==> src/shared/adc_ctrl_pkg.sv <==
// Package: register map, field layout, reset values and timing for the converter control block
package adc_ctrl_pkg;
    // Printed offsets are not all multiples of four: kept as indices, byte address = 4 * index
    localparam logic [7:0]  CTRL_IDX         = 8'h1f;
    localparam logic [7:0]  PINCLK_IDX       = 8'h9f;
    localparam logic [7:0]  RESULT_IDX       = 8'h20;
    localparam logic [7:0]  IRQ_STATUS_IDX   = 8'h21;
    localparam logic [7:0]  IRQ_MASK_IDX     = 8'h22;
    localparam logic [9:0]  CTRL_ADDR        = {CTRL_IDX, 2'b00};
    localparam logic [9:0]  PINCLK_ADDR      = {PINCLK_IDX, 2'b00};
    localparam logic [9:0]  RESULT_ADDR      = {RESULT_IDX, 2'b00};
    localparam logic [9:0]  IRQ_STATUS_ADDR  = {IRQ_STATUS_IDX, 2'b00};
    localparam logic [9:0]  IRQ_MASK_ADDR    = {IRQ_MASK_IDX, 2'b00};
    // Control register fields
    localparam int          JUSTIFY_BIT      = 7;
    localparam int          REF_BIT          = 6;
    localparam int          CHAN_LSB         = 2;
    localparam int          GO_BIT           = 1;
    localparam int          ON_BIT           = 0;
    localparam logic [7:0]  CTRL_WMASK       = 8'hcf;
    localparam logic [7:0]  CTRL_RESET       = 8'h00;
    // Pin / clock register fields
    localparam int          CLKSEL_LSB       = 4;
    localparam logic [7:0]  PINCLK_WMASK     = 8'h7f;
    localparam logic [7:0]  PINCLK_RESET     = 8'h0f;
    // Conversion timing in conversion clock periods
    localparam logic [3:0]  CONV_PERIODS     = 4'd11;
    localparam logic [3:0]  ABORT_PERIODS    = 4'd2;
    localparam logic [1:0]  AXI_OKAY         = 2'b00;
    localparam logic [1:0]  AXI_SLVERR       = 2'b10;
endpackage

==> src/logic/adc_control.sv <==
// Converter control, pin select and AXI4-Lite register slave
`timescale 1ns/100ps
// ----------------------------------------------------------------
// Summary of operation
// ----------------------------------------------------------------
// Summary of operation
// - Justify bit picks right or left result
// - Reference bit picks external pin or supply
// - Channel field routes one of four inputs
// - Pin select bit marks pin analog
// - Go bit starts; done clears it, flags
// - Clock select picks divider or RC
// - Conversion takes eleven conversion periods
// - Abort keeps result, waits two periods
module adc_control
    import adc_ctrl_pkg::*;
(
    input  wire logic        clk,             // 10 MHz system clock
    input  wire logic        rst_b,           // Async reset, active low
    input  wire logic [9:0]  s_axi_awaddr,    // Write address
    input  wire logic        s_axi_awvalid,   // Write address valid
    output logic             s_axi_awready,   // Write address ready
    input  wire logic [31:0] s_axi_wdata,     // Write data
    input  wire logic [3:0]  s_axi_wstrb,     // Write strobes
    input  wire logic        s_axi_wvalid,    // Write data valid
    output logic             s_axi_wready,    // Write data ready
    output logic [1:0]       s_axi_bresp,     // Write response
    output logic             s_axi_bvalid,    // Write response valid
    input  wire logic        s_axi_bready,    // Write response ready
    input  wire logic [9:0]  s_axi_araddr,    // Read address
    input  wire logic        s_axi_arvalid,   // Read address valid
    output logic             s_axi_arready,   // Read address ready
    output logic [31:0]      s_axi_rdata,     // Read data
    output logic [1:0]       s_axi_rresp,     // Read response
    output logic             s_axi_rvalid,    // Read data valid
    input  wire logic        s_axi_rready,    // Read data ready
    input  wire logic        rc_tick,         // Internal RC clock period pulse
    input  wire logic [9:0]  sar_code,        // Raw code from the analog converter
    output logic             converter_on,    // Converter powered
    output logic             sample_hold,     // Acquisition switch closed
    output logic             convert_active,  // Successive approximation running
    output logic [1:0]       channel_sel,     // Analog mux select
    output logic             reference_source_sel, // High: external reference pin
    output logic [3:0]       pin_analog_sel,  // Per pin analog assignment
    output logic [7:0]       result_high_byte,// Result upper register
    output logic [7:0]       result_low_byte, // Result lower register
    output logic             irq              // Level interrupt
);
    typedef enum {S_OFF, S_ACQ, S_CONV, S_ABORT} conv_t;

    typedef struct packed
    {
        conv_t      cs;
        logic [3:0] periods;
        logic [7:0] ctrl;
        logic [7:0] pinclk;
        logic [9:0] code;
        logic       done_flag;
        logic       done_mask;
        logic       aw_got;
        logic [9:0] aw_addr;
        logic       w_got;
        logic [31:0] w_data;
        logic [3:0] w_strb;
        logic       bvalid;
        logic [1:0] bresp;
        logic       rvalid;
        logic [31:0] rdata;
        logic [1:0] rresp;
        logic       irq;
    } adc_state_t;

    adc_state_t st_ff;
    adc_state_t nxt_st;
    logic       tick;
    logic       wr_fire;
    logic       rd_fire;
    logic [7:0] wbyte;

    // Divider restarts on abort so the wait spans two whole periods except with RC selected
    tad_divider u_div
    (
        .clk     (clk),
        .rst_b   (rst_b),
        .run     ((st_ff.cs == S_CONV && st_ff.ctrl[GO_BIT]) || st_ff.cs == S_ABORT),
        .clk_sel (st_ff.pinclk[CLKSEL_LSB +: 3]),
        .rc_tick (rc_tick),
        .tick    (tick)
    );

    // ----------------------------------------------------------------
    // Register bus and converter sequencing
    // ----------------------------------------------------------------
    always_comb
    begin
        nxt_st = st_ff;
        wbyte = st_ff.w_data[7:0];
        if (s_axi_awvalid && !st_ff.aw_got)
        begin
            nxt_st.aw_got = 1'b1;
            nxt_st.aw_addr = s_axi_awaddr;
        end
        if (s_axi_wvalid && !st_ff.w_got)
        begin
            nxt_st.w_got = 1'b1;
            nxt_st.w_data = s_axi_wdata;
            nxt_st.w_strb = s_axi_wstrb;
        end
        if (st_ff.bvalid && s_axi_bready)
            nxt_st.bvalid = 1'b0;
        if (st_ff.rvalid && s_axi_rready)
            nxt_st.rvalid = 1'b0;
        wr_fire = st_ff.aw_got && st_ff.w_got && !st_ff.bvalid;
        rd_fire = s_axi_arvalid && !st_ff.rvalid;

        // Converter sequencing first so software writes override below
        case (st_ff.cs)
            S_OFF:
                if (st_ff.ctrl[ON_BIT])
                    nxt_st.cs = S_ACQ;
            S_ACQ:
                if (st_ff.ctrl[GO_BIT])
                begin
                    nxt_st.cs = S_CONV;
                    nxt_st.periods = 4'd0;
                end
            S_CONV:
                if (!st_ff.ctrl[GO_BIT])
                begin
                    nxt_st.cs = S_ABORT;
                    nxt_st.periods = 4'd0;
                end
                else if (tick)
                begin
                    nxt_st.periods = st_ff.periods + 4'd1;
                    if (st_ff.periods + 4'd1 == CONV_PERIODS)
                    begin
                        nxt_st.cs = S_ACQ;
                        nxt_st.code = sar_code;
                        nxt_st.ctrl[GO_BIT] = 1'b0;
                        nxt_st.done_flag = 1'b1;
                    end
                end
            S_ABORT:
                if (tick)
                begin
                    nxt_st.periods = st_ff.periods + 4'd1;
                    if (st_ff.periods + 4'd1 == ABORT_PERIODS)
                        nxt_st.cs = S_ACQ;
                end
            default:
                nxt_st.cs = S_OFF;
        endcase

        if (wr_fire)
        begin
            nxt_st.aw_got = 1'b0;
            nxt_st.w_got = 1'b0;
            nxt_st.bvalid = 1'b1;
            nxt_st.bresp = AXI_OKAY;
            if (st_ff.w_strb[0])
            begin
                case (st_ff.aw_addr)
                    CTRL_ADDR:
                        nxt_st.ctrl = wbyte & CTRL_WMASK;
                    PINCLK_ADDR:
                        nxt_st.pinclk = wbyte & PINCLK_WMASK;
                    IRQ_STATUS_ADDR:
                        if (wbyte[0] && !nxt_st.done_flag)
                            nxt_st.done_flag = 1'b0;
                        else if (wbyte[0] && st_ff.done_flag)
                            nxt_st.done_flag = 1'b0;
                    IRQ_MASK_ADDR:
                        nxt_st.done_mask = wbyte[0];
                    RESULT_ADDR:
                        nxt_st.bresp = AXI_OKAY;
                    default:
                        nxt_st.bresp = AXI_SLVERR;
                endcase
            end
            // A completion this very cycle must not be lost to the clear
            if (st_ff.cs == S_CONV && nxt_st.cs == S_ACQ && nxt_st.code == sar_code
                && st_ff.ctrl[GO_BIT] && tick && st_ff.periods + 4'd1 == CONV_PERIODS)
                nxt_st.done_flag = 1'b1;
        end

        if (rd_fire)
        begin
            nxt_st.rvalid = 1'b1;
            nxt_st.rresp = AXI_OKAY;
            case (s_axi_araddr)
                CTRL_ADDR:       nxt_st.rdata = {24'h000000, st_ff.ctrl};
                PINCLK_ADDR:     nxt_st.rdata = {24'h000000, st_ff.pinclk};
                RESULT_ADDR:     nxt_st.rdata = {16'h0000, result_high_byte, result_low_byte};
                IRQ_STATUS_ADDR: nxt_st.rdata = {31'h0, st_ff.done_flag};
                IRQ_MASK_ADDR:   nxt_st.rdata = {31'h0, st_ff.done_mask};
                default:
                begin
                    nxt_st.rdata = 32'h00000000;
                    nxt_st.rresp = AXI_SLVERR;
                end
            endcase
        end

        if (!nxt_st.ctrl[ON_BIT])
        begin
            nxt_st.cs = S_OFF;
            nxt_st.ctrl[GO_BIT] = 1'b0;
        end
        nxt_st.irq = nxt_st.done_flag && nxt_st.done_mask;
    end

    always_ff @(posedge clk or negedge rst_b)
    begin
        if (!rst_b)
        begin
            st_ff <= '0;
            st_ff.cs <= S_OFF;
            st_ff.ctrl <= CTRL_RESET;
            st_ff.pinclk <= PINCLK_RESET;
        end
        else
            st_ff <= nxt_st;
    end

    // ----------------------------------------------------------------
    // Outputs
    // ----------------------------------------------------------------
    assign s_axi_awready = !st_ff.aw_got;
    assign s_axi_wready = !st_ff.w_got;
    assign s_axi_bvalid = st_ff.bvalid;
    assign s_axi_bresp = st_ff.bresp;
    assign s_axi_arready = !st_ff.rvalid;
    assign s_axi_rvalid = st_ff.rvalid;
    assign s_axi_rdata = st_ff.rdata;
    assign s_axi_rresp = st_ff.rresp;
    assign converter_on = st_ff.ctrl[ON_BIT];
    assign sample_hold = (st_ff.cs == S_ACQ);
    assign convert_active = (st_ff.cs == S_CONV);
    assign channel_sel = st_ff.ctrl[CHAN_LSB +: 2];
    assign reference_source_sel = st_ff.ctrl[REF_BIT];
    assign pin_analog_sel = st_ff.pinclk[3:0];
    // Justification is applied at read time so a late change reformats the held result
    assign result_high_byte = st_ff.ctrl[JUSTIFY_BIT] ?
                              {6'h00, st_ff.code[9:8]} : st_ff.code[9:2];
    assign result_low_byte = st_ff.ctrl[JUSTIFY_BIT] ?
                             st_ff.code[7:0] : {st_ff.code[1:0], 6'h00};
    assign irq = st_ff.irq;

    // ----------------------------------------------------------------
    // Checks
    // ----------------------------------------------------------------
    a_abort_keeps: assert property (@(posedge clk) disable iff (!rst_b)
        (st_ff.cs == S_CONV && !st_ff.ctrl[GO_BIT]) |=> $stable(st_ff.code))
        else $error("abort changed result");
    a_done_clears: assert property (@(posedge clk) disable iff (!rst_b)
        ($past(st_ff.cs) == S_CONV && st_ff.cs == S_ACQ && st_ff.ctrl[ON_BIT])
        |-> !st_ff.ctrl[GO_BIT] && st_ff.done_flag)
        else $error("completion did not clear go or set flag");
    a_conv_len: assert property (@(posedge clk) disable iff (!rst_b)
        (st_ff.cs == S_CONV && $past(st_ff.cs) == S_CONV && st_ff.cs != nxt_st.cs
         && nxt_st.cs == S_ACQ) |-> st_ff.periods == CONV_PERIODS - 4'd1)
        else $error("conversion length not eleven periods");
    a_abort_len: assert property (@(posedge clk) disable iff (!rst_b)
        (st_ff.cs == S_ABORT && nxt_st.cs == S_ACQ) |-> tick && st_ff.periods == 4'd1)
        else $error("abort wait not two periods");
    a_off_idle: assert property (@(posedge clk) disable iff (!rst_b)
        !converter_on |-> !convert_active && !sample_hold)
        else $error("converter active while off");
    a_irq_level: assert property (@(posedge clk) disable iff (!rst_b)
        irq == (st_ff.done_flag && st_ff.done_mask))
        else $error("irq does not follow flag and mask");
    a_right_just: assert property (@(posedge clk) disable iff (!rst_b)
        st_ff.ctrl[JUSTIFY_BIT] |-> result_high_byte[7:2] == 6'h00)
        else $error("right justify upper bits set");
    a_left_just: assert property (@(posedge clk) disable iff (!rst_b)
        !st_ff.ctrl[JUSTIFY_BIT] |-> result_low_byte[5:0] == 6'h00)
        else $error("left justify lower bits set");
    a_chan_route: assert property (@(posedge clk) disable iff (!rst_b)
        !$past(wr_fire) |-> $stable(channel_sel))
        else $error("channel select moved without a write");
endmodule

==> src/logic/tad_divider.sv <==
// Conversion clock tick generator: oscillator divider or internal RC edge
`timescale 1ns/100ps
module tad_divider
    import adc_ctrl_pkg::*;
(
    input  wire logic       clk,       // System clock
    input  wire logic       rst_b,     // Async reset, active low
    input  wire logic       run,       // Count while high
    input  wire logic [2:0] clk_sel,   // Conversion clock select
    input  wire logic       rc_tick,   // Internal RC period tick
    output logic            tick       // One pulse per conversion period
);
    typedef struct packed
    {
        logic [5:0] cnt;
        logic       tick;
    } div_state_t;

    div_state_t st_ff;
    div_state_t nxt_st;
    logic [5:0] limit;

    always_comb
    begin
        case (clk_sel)
            3'b000:  limit = 6'd1;
            3'b100:  limit = 6'd3;
            3'b001:  limit = 6'd7;
            3'b101:  limit = 6'd15;
            3'b010:  limit = 6'd31;
            3'b110:  limit = 6'd63;
            default: limit = 6'd0;
        endcase
        nxt_st = st_ff;
        nxt_st.tick = 1'b0;
        if (!run)
        begin
            nxt_st.cnt = 6'd0;
        end
        else if (clk_sel[1:0] == 2'b11)
        begin
            nxt_st.tick = rc_tick;
        end
        else if (st_ff.cnt >= limit)
        begin
            nxt_st.cnt = 6'd0;
            nxt_st.tick = 1'b1;
        end
        else
        begin
            nxt_st.cnt = st_ff.cnt + 6'd1;
        end
    end

    always_ff @(posedge clk or negedge rst_b)
    begin
        if (!rst_b)
            st_ff <= '0;
        else
            st_ff <= nxt_st;
    end

    assign tick = st_ff.tick;

    a_tick_divide: assert property (@(posedge clk) disable iff (!rst_b)
        (run && clk_sel == 3'b000 && $past(run) && $past(clk_sel) == 3'b000 && tick)
        |=> !tick ##1 (tick || !run || clk_sel != 3'b000))
        else $error("divide by two tick spacing wrong");
endmodule

==> config.mk <==
export PLATFORM = sky130hd
export DESIGN_NAME = adc_control
export DESIGN_NICKNAME = d
export VERILOG_FILES = /design/src/shared/adc_ctrl_pkg.sv /design/src/logic/adc_control.sv /design/src/logic/tad_divider.sv
export SDC_FILE = /design/constraint.sdc
export NUM_CORES = 1
export LEC_CHECK = 0
export BUFFER_PORTS_ARGS = -buffer_cell sky130_fd_sc_hd__buf_2
export CAP_MARGIN = 20
export CORE_MARGIN = 5
export CORE_UTILIZATION = 47
export CTS_CLUSTER_DIAMETER = 40
export DETAILED_ROUTE_END_ITERATION = 16
export PLACE_DENSITY = 0.83
export SLEW_MARGIN = 20
export SYNTH_ARGS = -nofsm -noshare
export SYNTH_HDL_FRONTEND = slang
export SYNTH_SLANG_ARGS = --single-unit
==> constraint.sdc <==
create_clock -name clk -period 2.2 [get_ports clk]
set_input_delay 0.66 -clock clk [delete_from_list [all_inputs] [get_ports clk]]
set_output_delay 0.66 -clock clk [all_outputs]
set_load 0.005 [all_outputs]
==> summary.md, run 1 <==
| Metric | Value |
|---|---|
| Placed cell count | `666` |
| Number of antenna violations at the first check in global routing | `0` |
| M1 GR Usage | `~22%` |
| Tmin final | `2.61 ns` |
| Max FO, Critical Path | `4` |
| Layout cells sized above 1 | `34.5%` |
| Outcome | `finished with violations` |
| Detailed Route Iter0 Violations | `141` |
| Max cap viols | `0` |
| Final layout net count | `around 630` |
| Vias in the first global route | `about 3700` |
| RSZ-0062 raised after global routing | `yes` |
| Final count of hold timing violations | `0` |
| Port Buffers | `96` |
| CTS Buf Count | `9` |
| Post-synth EDFFs | `0` |
| Hold Path Class | `in2async` |
| Final period util | `119%` |
| Final setup fails | `14` |
| Crit path required time | `around 1.5 ns` |
| Max-slew violation count | `0` |
| Final HPWL DP | `roughly 8.6 mm` |
| Post-synthesis cell type count | `64` |
| Pwr Density | `711 nW/um^2` |
| WL/cell | `roughly 17 microns` |
| Drt pass-1 iters | `4` |
| Maximum number of pins on one net before global-route repair | `36` |
| Met2 GRT Util | `around 31%` |
| Max Fclk | `between 0.3 and 0.4 GHz` |
| Clk root buf | `clkbuf_8` |
| Startpoint class of the critical path | `register` |
| Starting Density | `between 40% and 50%` |
| Area grow syn2layout | `22.1%` |
| Mapped Cells | `420` |
| Critical path class | `reg2out` |
| Vias after detailed routing | `between 3000 and 4000` |
| Via density per instance | `slightly above 5` |
| Total grt overflow | `0` |
| Grt peak-use layer | `met2` |
| Setup TNS Final | `-2.22 ns` |
| Avg Cell Area, Syn | `about 12 sq um` |
| I/O pin cnt | `roughly 140` |
| Yosys warns | `0` |
| First-pass GRT wire length | `approximately 18 mm` |
| Leakage power | `~3.1 nW` |
| Main synth FF type | `dfrtp_1` |
| VDD IR-drop max | `just under 0.0006 V` |
| Residual DRC count | `0` |
| Clock skew | `around 0.0083 ns` |
| CTS tree | `yes` |
| Row count | `37` |
| Total Routing Usage GR | `17.9%` |
| Yosys reg bits | `110` |
| Die X | `approximately 110 microns` |
| Post-synthesis sequential area ratio | `between 50% and 60%` |
| CP Data Arrival Time | `1.95 ns` |
| Clk Latency, worst-skew pair | `0.37 ns` |
| CTS max path bufs | `2` |
| Reg clk slew, reported paths | `0.10 ns` |
| Clock sinks | `110` |
| Die Y | `about 110 microns` |
| Core box area | `10400 sq um` |
| Setup crit end kind | `primary output` |
| Die area | `approximately 13000 sq um` |
| Antenna viol nets, final | `0` |
| Final Instance Count excl. Fillers | `689` |
| Ant diodes | `0` |
| Synthesized area | `~5000 sq um` |
| Routed Wire Length | `around 11 mm` |
| Failing checks | `negative setup slack` |
| Most frequent cells in the layout | `104 x dfrtp_1, 95 x buf_2, 48 x conb_1` |
| Post-synth ARST share | `between 90% and 100%` |
| CTS hold repair buffers | `0` |
| Met3 Use GR | `between 4 and 5%` |
| Commonest non-fill, non-tap cell in the layout | `dfrtp_1` |
| H-tree levels | `3` |
| Placer Congestion | `~0.85` |
| Slack of the critical path | `-0.414 ns` |
## timing repair
action	in CTS	in global routing
gates cloned	1	0
endpoints found under the setup margin	9	28
gates resized for setup	18	19
pin swaps	9	8
setup buffers	3	3
## worst max-delay path, stage by stage (launching register included)
cell,delay (ns)
dfrtp_1,0.38
or4_1,0.53
nor3_2,0.15
nand4_2,0.17
nor3b_2,0.22
buf_2,0.14
## cell type report
| type | instances | area, sq um |
|---|---|---|
| Inverter | 22 | 82.6 |
| Timing Repair Buffer | 123 | 722 |
| Clock inverter | 6 | 75.1 |
| Sequential cell | 110 | 2760 |
| Clock buffer | 10 | 138 |
| Tap cell | 136 | 170 |
| Multi-Input combinational cell | 282 | 2200 |
| Fill cell | 803 | 4220 |
## final timing paths
check                           slack [ns]                 to  depth (start not counted)          from
worst max-delay path                 -0.41     convert_active                          5    st_ff[124]
worst min-delay path                  0.24     s_axi_rdata[4]                          1         rst_b
worst max register to register       -0.16          st_ff[89]                          8    st_ff[124]
worst min register to register        0.50          st_ff[77]                          1     st_ff[77]
max in group asynchronous             1.32  pin_analog_sel[3]                          2         rst_b
min in group clk                      0.46       s_axi_bvalid                          2  s_axi_bready
## where the power goes
part	total, W	switching, W	leakage (nW)	internal [W]
Combinational	0.000629	0.000315	1.61	0.000315
Sequential	0.00248	0.000195	1.37	0.00229
Clock	0.00126	0.000684	0.105	0.000576
Total	0.00437	0.00119	3.09	0.00318
## logic make-up (layout without fill, tap and decap cells)
kind of cell	count (synthesis)	in the layout	synth area share, %
adder cells (fa/ha/maj)	10	10	2.49
multiplexers	48	48	11.2
AO/OA/AOI/OAI	63	63	9.12
flip-flops	110	110	54.8
other	1	48	0.0745
buffers and inverters	76	161	9.00
AND/OR/NAND/NOR	109	110	12.9
XOR/XNOR	3	3	0.522
## cells in the mapped netlist, types with 8 or more instances
cell type  number  area, sq um
dfrtp_1       106         2650
a22o_1          8         70.1
nor4_1          8         50.1
mux2_1         32          360
nor2_1          9         33.8
buf_4          42          315
nor2b_1         9         56.3
nand2_1        27          101
ha_1           10          125
inv_1          19         71.3
o21ai_1        12         60.1
mux2_4          8          120
clkbuf_1        9         33.8
## registers in the layout, indices dropped and copies added, names as in the netlist
name and count:
converter_on 1, st_ff 74, pin_analog_sel 4, irq 1, s_axi_rdata 16, s_axi_rvalid 1
u_div.tick 1, s_axi_bvalid 1, u_div.st_ff 6, s_axi_rresp 1, s_axi_bresp 1, channel_sel 2
reference_source_sel 1
## routing by layer
| metal | routed length (microns) | vias up |
|---|---|---|
| li1 | - | 1659 |
| met1 | 4830 | 1798 |
| met2 | 5870 | 98 |
| met3 | 549 | 11 |
| met4 | 128 | 0 |
| met5 | 0 | - |
## metrics by stage
step	instance area (sq um)	power, W	hold slack (ns)	utilization (%)	setup WS, ns
after floorplan	5220	0.00286	0.364	-	0.00524
after CTS	6020	0.00441	0.216	58.1	-0.466
after detailed placement	5680	0.00314	0.475	54.8	-0.255
after global placement	5680	0.00308	0.460	54.8	-0.0855
final	6150	0.00437	0.241	59.3	-0.414
after global routing	6150	0.00462	0.239	59.3	-0.551
(Power assumes the default switching activity.)
==> run 2: changes to the inputs <==
--- a/config.mk
+++ b/config.mk
@@ -15,4 +15,5 @@
 export SLEW_MARGIN = 20
 export SYNTH_ARGS = -nofsm -noshare
 export SYNTH_HDL_FRONTEND = slang
+export SYNTH_HIERARCHICAL = 1
 export SYNTH_SLANG_ARGS = --single-unit
==> run 2 against run 1 <==
  * The flow still finishes with violations (negative setup slack)
  * First-iteration DRC count up 87%
  * Highest routed layer is now met5
  * Count of clock-buffer cells in the layout unchanged
  * Via count up 3.7%
  * Sequential power about the same
  * Synthesized cell count up 6.0%
  * Clock power up 8%
  * Clock skew up 0.0063 ns
==> summary.md, run 2 <==
| Metric | Value |
|---|---|
| Outcome | `finished with violations (unchanged)` |
| Failing checks | `negative setup slack (unchanged)` |
| Core box area | `10800 sq um (was 10400 sq um)` |
| Number of antenna violations at the first check in global routing | `1 (was 0)` |
| Post-synth EDFFs | `0 (unchanged)` |
| Vias in the first global route | `3715 (was 3675)` |
| RSZ-0062 raised after global routing | `yes (unchanged)` |
| Critical path class | `reg2out (unchanged)` |
| Die X | `115 microns (was 114 microns)` |
| Clock power frac | `30.3% (was 28.8%)` |
| Slew headroom | `66.2%` |
| Max FO, Critical Path | `3 (was 4)` |
| WL/cell | `16.2 microns (was 16.5 microns)` |
| Leakage power | `2.95 nW (was 3.09 nW)` |
| Placed instance area | `5810 sq um (was 5680 sq um)` |
| Slack of the critical path | `-0.209 ns (was -0.414 ns)` |
| Setup WS pre-CTS | `0.0235 ns (was -0.255 ns)` |
| Detailed Route Iter0 Violations | `263 (was 141)` |
| Setup crit end kind | `primary output (unchanged)` |
| Cell Chain, Critical Path | `nor4_4, nand4_1, buf_6, nor2_4, and3_4, buf_6 (was or4_1, nor3_2, nand4_2, nor3b_2, buf_2)` |
| Layout cells sized above 1 | `37.7% (was 34.5%)` |
| Drt pass-1 iters | `4 (unchanged)` |
| Routed Wire Length | `11.5 mm (was 11.4 mm)` |
| Commonest non-fill, non-tap cell in the layout | `dfrtp_1 (unchanged)` |
| Final setup fails | `2 (was 14)` |
| Port Buffers | `96 (unchanged)` |
| Total grt overflow | `0 (unchanged)` |
| Final period util | `110% (was 119%)` |
| FF-to-FF setup slack | `0.07 ns (was -0.16 ns)` |
| Crit path required time | `1.54 ns (about the same)` |
| VDD IR-drop max | `0.000676 V (was 0.000589 V)` |
| Yosys warns | `6 (was 0)` |
| Cell depth of the worst flop-to-flop path | `9 (was 8)` |
| Startpoint class of the critical path | `register (unchanged)` |
| First-pass GRT wire length | `18.1 mm (was 18.2 mm)` |
| I/O pin cnt | `142 (unchanged)` |
| Final instance area | `6140 sq um (was 6150 sq um)` |
| Max cap viols | `0 (unchanged)` |
| Worst R2R Start | `st_ff[125] (was st_ff[124])` |
| Die area | `13300 sq um (was 12900 sq um)` |
| Post-synth ARST share | `100% (unchanged)` |
| Slowest stage delay, CP | `0.42 ns (was 0.53 ns)` |
| Hold slack | `0.204 ns (was 0.241 ns)` |
| Leading post-synthesis cells by cell area | `dfrtp_1 51%, mux2_2 11%, buf_4 6.1% (was dfrtp_1 53%, mux2_1 7.2%, buf_4 6.3%)` |
| Final layout net count | `655 (was 632)` |
| CP startpoint | `st_ff[125] (was st_ff[124])` |
| Total Routing Usage GR | `17.4% (was 17.9%)` |
| Clock sinks | `110 (unchanged)` |
| Switching share of power | `26.7% (was 27.3%)` |
| Post-synthesis cell type count | `64 (unchanged)` |
| Count leader, synth | `dfrtp_1 (unchanged)` |
| Largest Register | `st_ff (unchanged)` |
| Ant diodes | `0 (unchanged)` |
| Largest delay contributor family on the critical path | `simple AND/OR/NAND/NOR gates (unchanged)` |
| Via density per instance | `5.20 (was 5.18)` |
| Yosys reg bits | `110 (unchanged)` |
| Max-slew violation count | `0 (unchanged)` |
| Hold Path Class | `in2async (unchanged)` |
| Comb pwr share | `14.3% (was 14.4%)` |
| Yosys top cell area share | `51.1% (was 52.7%)` |
| Maximum number of pins on one net before global-route repair | `59 (was 36)` |
| Mapped Cells | `445 (was 420)` |
| Cell taking the most area after synthesis | `dfrtp_1 (unchanged)` |
| Levels on crit path | `6 (was 5)` |
| Reg clk slew, reported paths | `0.11 ns (was 0.10 ns)` |
| CTS max path bufs | `2 (unchanged)` |
| H-tree levels | `3 (unchanged)` |
| Residual DRC count | `0 (unchanged)` |
| Crit-path slowest cell | `dfrtp_1 (was or4_1)` |
| Slew @ Worst Pin | `about 0.50 ns` |
| RR Endpoint | `u_div/st_ff[4] (was st_ff[89])` |
| Die Y | `115 microns (was 114 microns)` |
| Post-synthesis sequential area ratio | `53.1% (was 54.8%)` |
| Critical Path Sink | `convert_active (unchanged)` |
| CTS hold repair buffers | `0 (unchanged)` |
| Internal | `0.00329 W (was 0.00318 W)` |
| CP Data Arrival Time | `1.75 ns (was 1.95 ns)` |
| Switching pwr | `0.00120 W (was 0.00119 W)` |
| CTS Buf Count | `9 (unchanged)` |
| Top cells by count, synth | `106 x dfrtp_1, 50 x mux2_2, 42 x buf_4 (was 106 x dfrtp_1, 42 x buf_4, 32 x mux2_1)` |
| Tmin final | `2.41 ns (was 2.61 ns)` |
| Main synth FF type | `dfrtp_1 (unchanged)` |
| Final HPWL DP | `8.58 mm (was 8.57 mm)` |
| Vias after detailed routing | `3698 (was 3566)` |
| Final count of hold timing violations | `0 (unchanged)` |
| Reg power frac | `55.4% (was 56.8%)` |
| Clock skew | `0.0146 ns (was 0.00832 ns)` |
| Row count | `38 (was 37)` |
| Starting Density | `47.9% (was 48.6%)` |
| Max FFs per register | `74 (unchanged)` |
| Most frequent cells in the layout | `105 x dfrtp_1, 94 x buf_2, 50 x mux2_2 (was 104 x dfrtp_1, 95 x buf_2, 48 x conb_1)` |
| Placer Congestion | `0.872 (was 0.855)` |
| Clk root buf | `clkbuf_8 (unchanged)` |
| Area grow syn2layout | `18.3% (was 22.1%)` |
| Antenna viol nets, final | `0 (unchanged)` |
| CTS tree | `yes (unchanged)` |
| Most used cell, CP | `buf_6` |
| Pwr Density | `730 nW/um^2 (was 711 nW/um^2)` |
| Clk Latency, worst-skew pair | `0.37 ns (about the same)` |
| Synthesized area | `5190 sq um (was 5030 sq um)` |
| CP Buf/Inv Count | `2 (was 1)` |
| Avg Cell Area, Syn | `11.7 sq um (was 12.0 sq um)` |
| Max Fclk | `0.415 GHz (was 0.383 GHz)` |
-- run 2: changes by cell type after synthesis, sizes merged, moves of 5 or more --
| cell | before | now |
|---|---|---|
| nor2 | 9 | 16 |
| a211oi | 0 | 6 |
| ha | 10 | 15 |
| nand3 | 7 | 18 |
| mux2 | 41 | 50 |
| nand4 | 2 | 9 |
| a2111oi | 5 | 0 |
| a21oi | 6 | 16 |
-- run 2: worst reg2reg max path, stage by stage (launching register included) --
cell and delay [ns]:
dfrtp_1 0.42, nor4_4 0.30, nand4_1 0.14, buf_6 0.15, buf_4 0.14, nor4b_2 0.24
buf_4 0.19, a21oi_1 0.09, xnor2_1 0.15, a211oi_2 0.20
-- run 2: kinds of logic (layout without fill, tap and decap cells) --
logic type | count (synthesis) | count (layout) | synth area share, %
AOI/OAI and AO/OA | 63 | 63 | 8.96
and+or+nand+nor | 128 | 128 | 14.0
xor gates and xnor gates | 2 | 2 | 0.337
muxes | 53 | 53 | 11.4
DFF | 110 | 110 | 53.1
adders and majority gates | 15 | 15 | 3.61
other | 1 | 48 | 0.0722
buffers and inverters | 73 | 152 | 8.53
-- run 2: repair_timing --
item	in CTS	in global routing
endpoints found under the setup margin	3	10
gates resized for setup	10	5
pin swaps	5	0
gates cloned	0	0
setup buffers	2	0
-- run 2: final cells by class --
cell class | count | area, sq um
fill | 893 | 4700
sequential | 110 | 2760
multi-input combinational | 309 | 2250
timing repair buffer | 117 | 663
tap | 140 | 175
clock buffer | 10 | 128
clock inverter | 6 | 100
inverter | 19 | 71.3
-- run 2: how the worst min path moves through the flow --
stage | to | cells past startpoint
after global placement | s_axi_rdata[9] | 2
after detailed placement | s_axi_rdata[9] | 2
after CTS | st_ff[93] | 1
final | st_ff[93] | 1
after global routing | st_ff[93] | 1
after floorplan | channel_sel[0] | 0
-- run 2: power groups by stage --
| stage | clock, W | sequential (W) | combinational [W] |
|---|---|---|---|
| 2_1_floorplan | 0 | 0.00246 | 0.000447 |
| 3_3_place_gp | 0 | 0.00250 | 0.000610 |
| 3_5_place_dp | 0 | 0.00252 | 0.000644 |
| 4_1_cts | 0.00139 | 0.00248 | 0.000649 |
| 5_1_grt | 0.00146 | 0.00252 | 0.000717 |
| 6_report | 0.00136 | 0.00248 | 0.000644 |
-- run 2: per-stage QoR --
stage,TNS [ns],total power (W),std cells,util (%)
floorplan,0,0.00291,492,-
global placement,0,0.00311,693,53.6
detailed placement,0,0.00316,693,53.6
CTS,-0.399,0.00453,711,56.4
global route,-0.600,0.00470,711,56.7
finish,-0.404,0.00449,711,56.7
-- run 2: metal layers --
layer	global-route usage (%)	part of all wire (%)
met1	21.3	39
met2	30.5	53
met4	5.63	1.5
met3	4.05	6.5
met5	0	0.11
==> run 3: changes to the inputs <==
--- a/config.mk
+++ b/config.mk
@@ -12,6 +12,7 @@
 export CTS_CLUSTER_DIAMETER = 40
 export DETAILED_ROUTE_END_ITERATION = 16
 export PLACE_DENSITY = 0.83
+export RECOVER_POWER = 25
 export SLEW_MARGIN = 20
 export SYNTH_ARGS = -nofsm -noshare
 export SYNTH_HDL_FRONTEND = slang
==> run 3 against run 2 <==
  * Global-route usage is the same
  * Worst setup slack got worse by 0.0029 ns
  * Via count hardly changed
  * Combinational power fell by 0.8%
  * First-iteration DRC count is 0.76% lower
  * The flow finishes with violations (max-capacitance violations, max-slew violations, negative setup slack)
  * Clock skew hardly changed
  * Register-to-register slack hardly changed
  * Sequential share of layout area rose by 0.13 points
  * Largest cell class unchanged
  * Wire length barely moved
==> summary.md, run 3 (synthesized netlist as in run 2, its figures left out) <==
| Metric | Value |
|---|---|
| Outcome | `finished with violations (unchanged)` |
| Failing checks | `max-capacitance violations, max-slew violations, negative setup slack (was negative setup slack)` |
| CTS tree | `yes (unchanged)` |
| Tmin final | `2.41 ns (about the same)` |
| Slack of the critical path | `-0.212 ns (was -0.209 ns)` |
| Clock power frac | `30.3% (about the same)` |
| First-pass GRT wire length | `18.1 mm (unchanged)` |
| Port Buffers | `96 (unchanged)` |
| Reg clk slew, reported paths | `0.11 ns (about the same)` |
| Comb pwr share | `14.3% (about the same)` |
| Most frequent cells in the layout | `105 x dfrtp_1, 94 x buf_2, 50 x mux2_2 (unchanged)` |
| Area grow syn2layout | `17.9% (was 18.3%)` |
| Layout cells sized above 1 | `37.5% (was 37.7%)` |
| Reg power frac | `55.4% (about the same)` |
| FF-to-FF setup slack | `0.07 ns (about the same)` |
| Residual DRC count | `0 (unchanged)` |
| Final Instance Count excl. Fillers | `711 (unchanged)` |
| Cell depth of the worst flop-to-flop path | `9 (unchanged)` |
| Max Fclk | `0.415 GHz (about the same)` |
| Max-slew violation count | `30 (was 0)` |
| CTS Buf Count | `9 (unchanged)` |
| Cell Chain, Critical Path | `nor4_4, nand4_1, buf_6, nor2_4, and3_4, buf_6 (unchanged)` |
| Final layout net count | `655 (unchanged)` |
| Internal | `0.00328 W (was 0.00329 W)` |
| Crit path required time | `1.54 ns (about the same)` |
| Max FO, Critical Path | `3 (unchanged)` |
| Setup crit end kind | `primary output (unchanged)` |
| Max cap viols | `1 (was 0)` |
| Die area | `13300 sq um (unchanged)` |
| Slew headroom | `-7.46% (was 66.2%)` |
| Number of antenna violations at the first check in global routing | `1 (unchanged)` |
| Total Routing Usage GR | `17.4% (unchanged)` |
| Maximum number of pins on one net before global-route repair | `59 (unchanged)` |
| Placed cell count | `693 (unchanged)` |
| Die X | `115 microns (unchanged)` |
| Commonest non-fill, non-tap cell in the layout | `dfrtp_1 (unchanged)` |
| Fillers | `900 (was 893)` |
| CTS hold repair buffers | `0 (unchanged)` |
| Critical Path Sink | `convert_active (unchanged)` |
| Row count | `38 (unchanged)` |
| Clock skew | `0.0145 ns (was 0.0146 ns)` |
| Antenna viol nets, final | `0 (unchanged)` |
| Most used cell, CP | `buf_6 (unchanged)` |
| Leakage power | `2.95 nW (about the same)` |
| Max FFs per register | `74 (unchanged)` |
| Routed Wire Length | `11.5 mm (about the same)` |
| Pwr Density | `732 nW/um^2 (was 730 nW/um^2)` |
| Core box area | `10800 sq um (unchanged)` |
| Slew @ Worst Pin | `1.61 ns (was 0.504 ns)` |
| Final period util | `110% (about the same)` |
| Drt pass-1 iters | `4 (unchanged)` |
| Switching share of power | `26.7% (about the same)` |
| CP Data Arrival Time | `1.75 ns (about the same)` |
| Final count of hold timing violations | `0 (unchanged)` |
| Die Y | `115 microns (unchanged)` |
| Clk Latency, worst-skew pair | `0.37 ns (about the same)` |
| Starting Density | `47.9% (unchanged)` |
| I/O pin cnt | `142 (unchanged)` |
| Detailed Route Iter0 Violations | `261 (was 263)` |
| CTS max path bufs | `2 (unchanged)` |
| Largest Register | `st_ff (unchanged)` |
| Vias in the first global route | `3715 (unchanged)` |
| Clk root buf | `clkbuf_8 (unchanged)` |
| Ant diodes | `0 (unchanged)` |
| VDD IR-drop max | `0.000676 V (about the same)` |
| Worst R2R Start | `st_ff[125] (unchanged)` |
| Final HPWL DP | `8.58 mm (unchanged)` |
| RSZ-0062 raised after global routing | `yes (unchanged)` |
| Hold Path Class | `in2reg (was in2async)` |
| Crit-path slowest cell | `dfrtp_1 (unchanged)` |
| Switching pwr | `0.00120 W (about the same)` |
| Via density per instance | `5.20 (about the same)` |
| Total grt overflow | `0 (unchanged)` |
| H-tree levels | `3 (unchanged)` |
| Slowest stage delay, CP | `0.42 ns (about the same)` |
| CP startpoint | `st_ff[125] (unchanged)` |
| Vias after detailed routing | `3695 (was 3698)` |
| RR Endpoint | `u_div/st_ff[4] (unchanged)` |
| WL/cell | `16.2 microns (about the same)` |
| Final setup fails | `2 (unchanged)` |
| Clock sinks | `110 (unchanged)` |
| Placer Congestion | `0.872 (unchanged)` |
| Startpoint class of the critical path | `register (unchanged)` |
| Setup WS pre-CTS | `0.0235 ns (unchanged)` |
| Critical path class | `reg2out (unchanged)` |
[run 3: final cells by class]
class / count / area, sq um / share of cell area [%]
Clock buffer: 10 / 128 / 2.08
Clock inverter: 6 / 100 / 1.63
Inverter: 19 / 71.3 / 1.16
Multi-Input combinational cell: 309 / 2250 / 36.7
Sequential cell: 110 / 2760 / 45.0
Tap cell: 140 / 175 / 2.86
Timing Repair Buffer: 117 / 646 / 10.5
[run 3: power by group through the flow]
stage | Combinational, W | Sequential, W | Clock, W
3_3_place_gp | 0.000610 | 0.00250 | 0
4_1_cts | 0.000649 | 0.00248 | 0.00139
2_1_floorplan | 0.000447 | 0.00246 | 0
5_1_grt | 0.000713 | 0.00252 | 0.00146
3_5_place_dp | 0.000644 | 0.00252 | 0
6_report | 0.000639 | 0.00248 | 0.00136
[run 3: worst min-delay path by stage]
| stage | from | endpoint | slack [ns] | cells past startpoint |
|---|---|---|---|---|
| finish | s_axi_bready | s_axi_bvalid | 0.45 | 2 |
| global route | s_axi_bready | s_axi_bvalid | 0.45 | 2 |
| CTS | rst_b | st_ff[93] | 0.20 | 1 |
| detailed placement | s_axi_rdata[9] | s_axi_rdata[9] | 0.47 | 2 |
| global placement | s_axi_rdata[9] | s_axi_rdata[9] | 0.45 | 2 |
| floorplan | rst_b | channel_sel[0] | 0.36 | 0 |
[run 3: critical path, delay by kind of cell (launching register included)]
| kind | cells | cell delay [ns] |
|---|---|---|
| AND/OR/NAND/NOR | 4 | 0.71 |
| flip-flops | 1 | 0.42 |
| buffers and inverters | 2 | 0.24 |
[run 3: what timing repair did]
action | in CTS | in global routing
buffers inserted | 2 | 0
gates resized for setup | 10 | 5
pin swaps | 5 | 0
endpoints found under the setup margin | 3 | 10
[run 3: through the flow]
step                      instance area [sq um]  TNS, ns  hold slack (ns)  util, %  power [W]
after floorplan                            5370        0            0.364        -    0.00291
after global placement                     5810        0            0.452     53.6    0.00311
after detailed placement                   5810        0            0.468     53.6    0.00316
after CTS                                  6110   -0.399            0.205     56.4    0.00453
after global routing                       6130    -1.25            0.450     56.5    0.00469
final                                      6130   -0.410            0.448     56.5    0.00448
[run 3: metal layers]
layer,vias up,global-route usage (%),part of all wire [%]
met5,-,0,0.11
met4,2,5.63,1.5
met3,16,4.05,6.5
met2,124,30.5,53
met1,1817,21.3,39
li1,1736,-,-
